<file path="config.mk">
export PLATFORM = sky130hd
export DESIGN_NAME = signal_modulator
export DESIGN_NICKNAME = d
export VERILOG_FILES = /design/src/pkg/modulator_pkg.sv /design/src/signal_modulator.sv /design/src/input_sync.sv
export SDC_FILE = /design/constraint.sdc
export NUM_CORES = 1
export LEC_CHECK = 0
export ABC_AREA = 1
export BUFFER_PORTS_ARGS = -buffer_cell sky130_fd_sc_hd__buf_2
export CAP_MARGIN = 0
export CORE_MARGIN = 5
export CORE_UTILIZATION = 35
export CTS_BUF_LIST = sky130_fd_sc_hd__clkbuf_8
export DETAILED_ROUTE_END_ITERATION = 8
export GPL_ROUTABILITY_DRIVEN = 0
export PLACE_DENSITY = 0.65
export SETUP_SLACK_MARGIN = 0.4
export SLEW_MARGIN = 20
export SYNTH_ARGS = -nofsm -noshare
export SYNTH_HDL_FRONTEND = slang
export SYNTH_SLANG_ARGS = --single-unit
</file>
<file path="constraint.sdc">
create_clock -name sys_clk -period 3.1 [get_ports sys_clk]
set_clock_uncertainty 0.1 [all_clocks]
set_input_delay 0.31 -clock sys_clk [delete_from_list [all_inputs] [get_ports sys_clk]]
set_output_delay 0.31 -clock sys_clk [all_outputs]
set_load 0.1 [all_outputs]
</file>
<file path="src/pkg/modulator_pkg.sv">
// Package for the data signal modulator: register map, field positions, reset values, select codes.
// Assumes a 32-bit APB register bus with one aligned word per register.
package modulator_pkg;

  // Register byte offsets.
  localparam logic [11:0] OFF_CONTROL     = 12'h000;
  localparam logic [11:0] OFF_SOURCE_SEL  = 12'h004;
  localparam logic [11:0] OFF_HIGH_CARR   = 12'h008;
  localparam logic [11:0] OFF_LOW_CARR    = 12'h00c;

  // Control register fields.
  localparam int CTL_MODULE_ENABLE = 7;
  localparam int CTL_PIN_OE        = 6;
  localparam int CTL_SLEW          = 5;
  localparam int CTL_OUT_INVERT    = 4;
  localparam int CTL_MOD_OUT       = 3;
  localparam int CTL_SW_BIT        = 0;

  // Source select and carrier control fields.
  localparam int SRC_PIN_DISABLE   = 7;
  localparam int CAR_PIN_DISABLE   = 7;
  localparam int CAR_INVERT        = 6;
  localparam int CAR_SYNC          = 5;

  // Writable masks and reset values.
  localparam logic [7:0] CONTROL_WMASK   = 8'hf1;
  localparam logic [7:0] SOURCE_WMASK    = 8'h8f;
  localparam logic [7:0] CARRIER_WMASK   = 8'hef;
  localparam logic [7:0] CONTROL_RESET   = 8'h20;
  localparam logic [7:0] SOURCE_RESET    = 8'h00;
  localparam logic [7:0] CARRIER_RESET   = 8'h00;

  // Modulator source codes.
  localparam logic [3:0] MSRC_SW_BIT   = 4'h0;
  localparam logic [3:0] MSRC_PIN      = 4'h1;
  localparam logic [3:0] MSRC_PWM1     = 4'h2;
  localparam logic [3:0] MSRC_CMP1     = 4'h6;
  localparam logic [3:0] MSRC_SPI1     = 4'h8;
  localparam logic [3:0] MSRC_UART     = 4'ha;

  // Carrier source codes.
  localparam logic [3:0] CSRC_GROUND   = 4'h0;
  localparam logic [3:0] CSRC_PIN_ONE  = 4'h1;
  localparam logic [3:0] CSRC_PIN_TWO  = 4'h2;
  localparam logic [3:0] CSRC_REFCLK   = 4'h3;
  localparam logic [3:0] CSRC_PWM1     = 4'h4;

  // Carrier currently being mixed.
  typedef enum logic [0:0] {
    CARRIER_LOW  = 1'b0,
    CARRIER_HIGH = 1'b1
  } carrier_sel_t;

endpackage : modulator_pkg

</file>
<file path="src/signal_modulator.sv">
// Data signal modulator: mixes a selected modulator signal with a high or low carrier.
// Assumes an APB master on sys_clk and asynchronous source signals that are synchronised here.
`timescale 1ns/100ps
module signal_modulator
  import modulator_pkg::*;
(
  // Clock and reset.
  input  wire logic        sys_clk,
  input  wire logic        nrst,
  // APB slave.
  input  wire logic        psel,
  input  wire logic        penable,
  input  wire logic        pwrite,
  input  wire logic [11:0] paddr,
  input  wire logic [31:0] pwdata,
  output logic      [31:0] prdata,
  output logic             pready,
  output logic             pslverr,
  // Asynchronous signal sources.
  input  wire logic [3:0]  pwm_unit_out,
  input  wire logic [1:0]  comparator_out,
  input  wire logic [1:0]  spi_data_out,
  input  wire logic        uart_tx_out,
  input  wire logic        reference_clock_signal,
  input  wire logic        carrier_input_pin_one,
  input  wire logic        carrier_input_pin_two,
  input  wire logic        modulator_input_pin,
  // Source pin drive disables, one bit per PWM, SPI, UART and reference clock source.
  output logic [3:0]       pwm_pin_disable,
  output logic [1:0]       spi_pin_disable,
  output logic             uart_pin_disable,
  output logic             refclk_pin_disable,
  // Output pin.
  output logic             modulated_output_pin,
  output logic             slew_limit_enable
);
  import modulator_pkg::*;

  ////////////////////////////////////////////////////////////////////////////
  // Input synchronisation.

  localparam int NSRC = 13;
  logic [NSRC-1:0] raw_src;
  logic [NSRC-1:0] src_s;

  assign raw_src = {modulator_input_pin, carrier_input_pin_two, carrier_input_pin_one,
                    reference_clock_signal, uart_tx_out, spi_data_out, comparator_out, pwm_unit_out};

  input_sync #(
    .WIDTH (NSRC)
  ) u_sync (
    .sys_clk  (sys_clk),
    .nrst     (nrst),
    .async_in (raw_src),
    .sync_out (src_s)
  );

  logic [3:0] pwm_s;
  logic [1:0] cmp_s;
  logic [1:0] spi_s;
  logic       uart_s;
  logic       refclk_s;
  logic       cpin1_s;
  logic       cpin2_s;
  logic       mpin_s;

  assign pwm_s    = src_s[3:0];
  assign cmp_s    = src_s[5:4];
  assign spi_s    = src_s[7:6];
  assign uart_s   = src_s[8];
  assign refclk_s = src_s[9];
  assign cpin1_s  = src_s[10];
  assign cpin2_s  = src_s[11];
  assign mpin_s   = src_s[12];

  ////////////////////////////////////////////////////////////////////////////
  // Registers.

  logic [7:0] control_q;
  logic [7:0] source_q;
  logic [7:0] high_carr_q;
  logic [7:0] low_carr_q;
  logic       mod_out_q;

  logic       wr_en;
  logic       rd_hit;
  logic       addr_ok;

  assign addr_ok = (paddr == OFF_CONTROL) || (paddr == OFF_SOURCE_SEL) ||
                   (paddr == OFF_HIGH_CARR) || (paddr == OFF_LOW_CARR);
  assign wr_en   = psel && penable && pwrite && addr_ok;
  assign rd_hit  = psel && penable && !pwrite && addr_ok;
  assign pready  = 1'b1;
  assign pslverr = psel && penable && !addr_ok;

  function automatic logic [7:0] merge(input logic [7:0] old, input logic [31:0] wd,
                                       input logic [7:0] wmask);
    merge = (old & ~wmask) | (wd[7:0] & wmask);
  endfunction : merge

  always_ff @(posedge sys_clk) begin
    if (!nrst) begin
      control_q   <= CONTROL_RESET;
      source_q    <= SOURCE_RESET;
      high_carr_q <= CARRIER_RESET;
      low_carr_q  <= CARRIER_RESET;
    end else if (wr_en) begin
      if (paddr == OFF_CONTROL)    control_q   <= merge(control_q, pwdata, CONTROL_WMASK);
      if (paddr == OFF_SOURCE_SEL) source_q    <= merge(source_q, pwdata, SOURCE_WMASK);
      if (paddr == OFF_HIGH_CARR)  high_carr_q <= merge(high_carr_q, pwdata, CARRIER_WMASK);
      if (paddr == OFF_LOW_CARR)   low_carr_q  <= merge(low_carr_q, pwdata, CARRIER_WMASK);
    end
  end

  logic [7:0] rd_byte;

  assign rd_byte = (paddr == OFF_CONTROL)    ? {control_q[7:4], mod_out_q, 2'b00, control_q[0]} :
                   (paddr == OFF_SOURCE_SEL) ? {source_q[7], 3'b000, source_q[3:0]} :
                   (paddr == OFF_HIGH_CARR)  ? high_carr_q :
                   (paddr == OFF_LOW_CARR)   ? low_carr_q : 8'h00;

  always_ff @(posedge sys_clk) begin
    if (!nrst) begin
      prdata <= 32'h0000_0000;
    end else if (psel && !penable && !pwrite) begin
      prdata <= {24'h00_0000, rd_byte};
    end else if (!rd_hit) begin
      prdata <= prdata;
    end
  end

  ////////////////////////////////////////////////////////////////////////////
  // Source selection.

  logic       enabled;
  logic       sw_bit;
  logic [3:0] mod_code;
  logic [3:0] high_code;
  logic [3:0] low_code;

  assign enabled   = control_q[CTL_MODULE_ENABLE];
  assign sw_bit    = control_q[CTL_SW_BIT];
  // Disabled module grounds both carriers and falls back to the software bit.
  assign mod_code  = enabled ? source_q[3:0] : MSRC_SW_BIT;
  assign high_code = enabled ? high_carr_q[3:0] : CSRC_GROUND;
  assign low_code  = enabled ? low_carr_q[3:0] : CSRC_GROUND;

  function automatic logic carrier_pick(input logic [3:0] code, input logic c1, input logic c2,
                                        input logic rc, input logic [3:0] pwm);
    logic [3:0] rel;
    rel = code - CSRC_PWM1;
    if (code == CSRC_PIN_ONE)      carrier_pick = c1;
    else if (code == CSRC_PIN_TWO) carrier_pick = c2;
    else if (code == CSRC_REFCLK)  carrier_pick = rc;
    else if (code[3:2] == 2'b01)   carrier_pick = pwm[rel[1:0]];
    else                           carrier_pick = 1'b0;
  endfunction : carrier_pick

  logic       mod_sig;
  logic [3:0] mrel;

  assign mrel    = mod_code - MSRC_PWM1;
  assign mod_sig = (mod_code == MSRC_SW_BIT)                    ? sw_bit :
                   (mod_code == MSRC_PIN)                       ? mpin_s :
                   (mod_code >= MSRC_PWM1 && mod_code < MSRC_CMP1) ? pwm_s[mrel[1:0]] :
                   (mod_code == MSRC_CMP1)                      ? cmp_s[0] :
                   (mod_code == MSRC_CMP1 + 4'h1)               ? cmp_s[1] :
                   (mod_code == MSRC_SPI1)                      ? spi_s[0] :
                   (mod_code == MSRC_SPI1 + 4'h1)               ? spi_s[1] :
                   (mod_code == MSRC_UART)                      ? uart_s : 1'b0;

  logic high_car;
  logic low_car;

  assign high_car = carrier_pick(high_code, cpin1_s, cpin2_s, refclk_s, pwm_s)
                    ^ (enabled & high_carr_q[CAR_INVERT]);
  assign low_car  = carrier_pick(low_code, cpin1_s, cpin2_s, refclk_s, pwm_s)
                    ^ (enabled & low_carr_q[CAR_INVERT]);

  ////////////////////////////////////////////////////////////////////////////
  // Carrier switching with optional synchronisation.

  carrier_sel_t cur_q;
  carrier_sel_t cur_d;
  logic         want_high;
  logic         cur_car;
  logic         cur_sync;

  assign want_high = mod_sig;
  assign cur_car   = (cur_q == CARRIER_HIGH) ? high_car : low_car;
  assign cur_sync  = enabled && ((cur_q == CARRIER_HIGH) ? high_carr_q[CAR_SYNC]
                                                         : low_carr_q[CAR_SYNC]);

  // A synchronised switch is held while the current carrier pulse is still high.
  always_comb begin
    cur_d = cur_q;
    unique case (cur_q)
      CARRIER_HIGH: begin
        if (!want_high && !(cur_sync && high_car)) cur_d = CARRIER_LOW;
      end
      CARRIER_LOW: begin
        if (want_high && !(cur_sync && low_car)) cur_d = CARRIER_HIGH;
      end
    endcase
  end

  always_ff @(posedge sys_clk) begin
    if (!nrst) begin
      cur_q <= CARRIER_LOW;
    end else begin
      cur_q <= cur_d;
    end
  end

  ////////////////////////////////////////////////////////////////////////////
  // Mixing and output.

  logic mixed;
  logic next_car;

  assign next_car = (cur_d == CARRIER_HIGH) ? high_car : low_car;
  // The output is the carrier chosen by the switching logic, held over while a switch is pending.
  assign mixed    = enabled & next_car;

  logic out_val;
  logic pin_d;

  assign out_val = enabled & (mixed ^ control_q[CTL_OUT_INVERT]);
  assign pin_d   = control_q[CTL_PIN_OE] & out_val;

  logic pin_q;

  always_ff @(posedge sys_clk) begin
    if (!nrst) begin
      mod_out_q <= 1'b0;
      pin_q     <= 1'b0;
    end else begin
      mod_out_q <= out_val;
      pin_q     <= pin_d;
    end
  end

  assign modulated_output_pin = pin_q;
  assign slew_limit_enable    = control_q[CTL_SLEW];

  ////////////////////////////////////////////////////////////////////////////
  // Default pin drive disables of the selected source peripherals.

  logic hdis;
  logic ldis;
  logic mdis;

  assign hdis = enabled & high_carr_q[CAR_PIN_DISABLE];
  assign ldis = enabled & low_carr_q[CAR_PIN_DISABLE];
  assign mdis = enabled & source_q[SRC_PIN_DISABLE];

  genvar gi;
  generate
    for (gi = 0; gi < 4; gi++) begin : g_pwm_dis
      assign pwm_pin_disable[gi] = (hdis && high_code == CSRC_PWM1 + 4'(gi)) ||
                                   (ldis && low_code == CSRC_PWM1 + 4'(gi))  ||
                                   (mdis && mod_code == MSRC_PWM1 + 4'(gi));
    end
    for (gi = 0; gi < 2; gi++) begin : g_spi_dis
      assign spi_pin_disable[gi] = mdis && (mod_code == MSRC_SPI1 + 4'(gi));
    end
  endgenerate

  assign uart_pin_disable   = mdis && (mod_code == MSRC_UART);
  assign refclk_pin_disable = (hdis && high_code == CSRC_REFCLK) ||
                              (ldis && low_code == CSRC_REFCLK);

endmodule : signal_modulator

</file>
<file path="src/input_sync.sv">
// Two flip-flop synchroniser for a vector of asynchronous inputs.
// Assumes the inputs are levels from pins or other clock domains.
`timescale 1ns/100ps
module input_sync #(
  parameter int WIDTH = 1
) (
  // Clock and reset.
  input  wire logic             sys_clk,
  input  wire logic             nrst,
  // Signals.
  input  wire logic [WIDTH-1:0] async_in,
  output logic      [WIDTH-1:0] sync_out
);

  logic [WIDTH-1:0] meta_q;
  logic [WIDTH-1:0] sync_q;

  always_ff @(posedge sys_clk) begin
    if (!nrst) begin
      meta_q <= '0;
      sync_q <= '0;
    end else begin
      meta_q <= async_in;
      sync_q <= meta_q;
    end
  end

  assign sync_out = sync_q;

endmodule : input_sync

</file>
==> reports/metrics.cfg <==
[run_status]
status = finished, final reports clean

[yosys]
ys.warnings.count = 0
syn_area_per_cell_sq_um = 6.994
syn-instance-count = 436
yosysUniqueCellTypes = 34
synth_area_leaders = dfxtp_1, nand2_1, inv_1
ys_ff_latch = 61
netlist.area_leader.share_pct = 40.05
yosys.area.top_type = dfxtp_1
seq_area_frac_synth_pct = 40.05
synthesis.area_sq_um = 3049

[cells_and_area]
diodes = 0
nNetsFinal = 556
layout.area.seq_sq_um = 1222
filler_cell_count = 907
layout-drive-gt1-share_pct = 19.44
final_common_cell = nand2_1
mostFrequentLayoutCells = nand2_1, inv_1, dfxtp_1
final_cells = 607
multiInputGateArea_sq_um = 1419
area_delta_synth_final_pct = 16.99

[critical_path]
reg2reg_depth = 13
end_kind = output pin
path_buf_inv = 2
slowest_stage = dfxtp_2
critPathTopFamily = flip-flops
arrival_ps = 2170
worst-path-max-fanout = 21
path_class = register to output pin
cp_slowest_stage_delay_ps = 600
path_cells = nand2_1 > inv_2 > nand2_1 > nor2_1 > a22o_1 > buf_2
cp_common_cell = nand2_1
critical_path_depth = 6
cp-start-kind = register
critPathRequiredTime_ps = 2690

[timing]
hold_viol = 0
post-route-period-util_pct = 83.37
tightest_slew_ps = 636.0
max_freq_mhz = 386.9
period_needed_ps = 2584
slew_viol_final = 0
fin_tns_setup_ps = 0
relSlewSlack_pct = 57.56
fin_ws_ps = 515.7
setup_viol = 0
rsz0062_at_grt = false

[global_route]
grt_antenna_before_repair = 0
grt_remaining_overflow = 0
gr-usage-all-layers_pct = 14.92
grt_pass1_wl_mm = 12.17
grt_max_degree = 42
grt_pass1_vias = 2585

[clocking]
cts_tree = yes
cts_root_buf = clkbuf_8
numCtsBuffers = 9
cts_buffer_depth = 2
htree_levels = 3
clkTransAtPathRegs_ps = 70
numClockSinks = 61
insertion_delay_ps = 340
cts_hold_buf = 0

[die]
num_rows = 34
ios = 106
die_w_microns = 103.3
die_area_sq_um = 10680
die_height_microns = 103.3
placeableCoreArea_sq_um = 8593
start_util_pct = 35.48

[placed_design]
dp.cells = 591
pre_cts_ws_ps = 802.5
hpwl_mm = 5.710
place.port_buffers = 56

[route]
wl_per_cell_microns = 12.55
via_count = 2807
ant_nets = 0
drtIter0Drc = 210
vias_per_cell = 4.624
drtPass1Iterations = 4
drt_wl_total_mm = 7.619
drc = 0

[pwr]
ir_drop_uv = 223.4
leakagePower_nw = 1.818
power_mw = 1.802
cellPowerDensity_nw_per_um2 = 505.1

[hold_path]
hp-class = input port to register
hold_depth = 3

[job]
max-cap-violations = 0

Yosys cell counts:
library cell and number:
clkbuf_1 7, a211oi_1 15, o21ai_0 14, o221ai_1 6, nand2_4 1, a21oi_2 1, buf_4 25, nand3_1 21
nand4_2 2, nand2_2 1, o311ai_0 1, or2_2 1, a22o_1 1, o21ai_1 4, conb_1 2, or2_0 1
nor3_1 6, inv_2 3, o211ai_1 6, nand3_2 2, and2_1 1, o22ai_1 2, nor2_1 41, buf_6 2
nand4_1 7, nor3_2 1, inv_1 71, nor2_2 8, a31oi_1 5, dfxtp_1 61, nor4_1 1, a21oi_1 12
and3_1 2, nand2_1 102
through the flow:
stage                     area (sq um)  hold slack, ps  util, %
final                             3567           47.32    41.51
after global routing              3567           37.11    41.51
after CTS                         3565           30.88    41.48
after detailed placement          3349           294.7    38.98
after global placement            3349           294.7    38.98
after floorplan                   3156           290.5        -
worst register-to-register path, stage by stage (launching register included):
cell and delay, ps:
dfxtp_2 600, nand2_1 250, nor2_2 190, nand2_1 80, or2_0 200, o21ai_1 70, nand3_1 100, a21oi_2 190
nand2_1 100, nand3_2 80, nand2_1 50, nand2_1 60, nand3_2 90, nor2_2 90
sequential cells by signal, summed over array words and instances (netlist names):
| name | count |
|---|---|
| control_q | 5 |
| u_sync.sync_out | 13 |
| u_sync.meta_q | 13 |
| source_q | 5 |
| cur_q | 1 |
| high_carr_q | 7 |
| prdata | 8 |
| mod_out_q | 1 |
| low_carr_q | 7 |
| modulated_output_pin | 1 |
worst paths after layout:
path | end | slack, ps | from
max | refclk_pin_disable | 520 | control_q[7]
min reg2reg | u_sync.sync_out[4] | 310 | u_sync.meta_q[4]
min | u_sync.meta_q[2] | 50 | pwm_unit_out[2]
max reg2reg | modulated_output_pin | 800 | control_q[7]
cells by family (layout without fill, tap and decap cells):
group                  after synthesis  count (layout)  share of synthesized area (%)
and+or+nand+nor                    198             198                          28.72
buffers and inverters              108             148                          16.87
DFF                                 61              61                          40.05
AOI/OAI and AO/OA                   67              67                          14.12
other                                2              25                         0.2463
routing by layer:
metal	GRT usage (%)	vias up	share of wire [%]	wire length [microns]
met5	0	-	0	0
met2	26.05	66	51	3863
li1	-	1474	-	-
met3	3.622	11	5.6	423
met1	17.66	1256	42	3213
met4	5.677	0	1.5	118
where the power goes:
| part | switching (mW) | leakage [nW] | internal [mW] |
|---|---|---|---|
| logic | 0.192 | 1.21 | 0.0302 |
| registers | 0.00530 | 0.498 | 0.801 |
| clock network | 0.324 | 0.114 | 0.449 |
what timing repair did:
action	in CTS	in global routing
gates resized for setup	0	1
setup endpoints to repair	0	1
setup buffers	0	0
layout make-up:
cell class | count | area share [%]
Multi-Input combinational cell | 290 | 39.78
Sequential cell | 61 | 34.27
Timing Repair Buffer | 58 | 8.348
Inverter | 74 | 7.787
Tap cell | 108 | 3.788
Clock buffer | 9 | 3.472
Clock inverter | 7 | 2.561
Power figures use the tool's default switching activity.
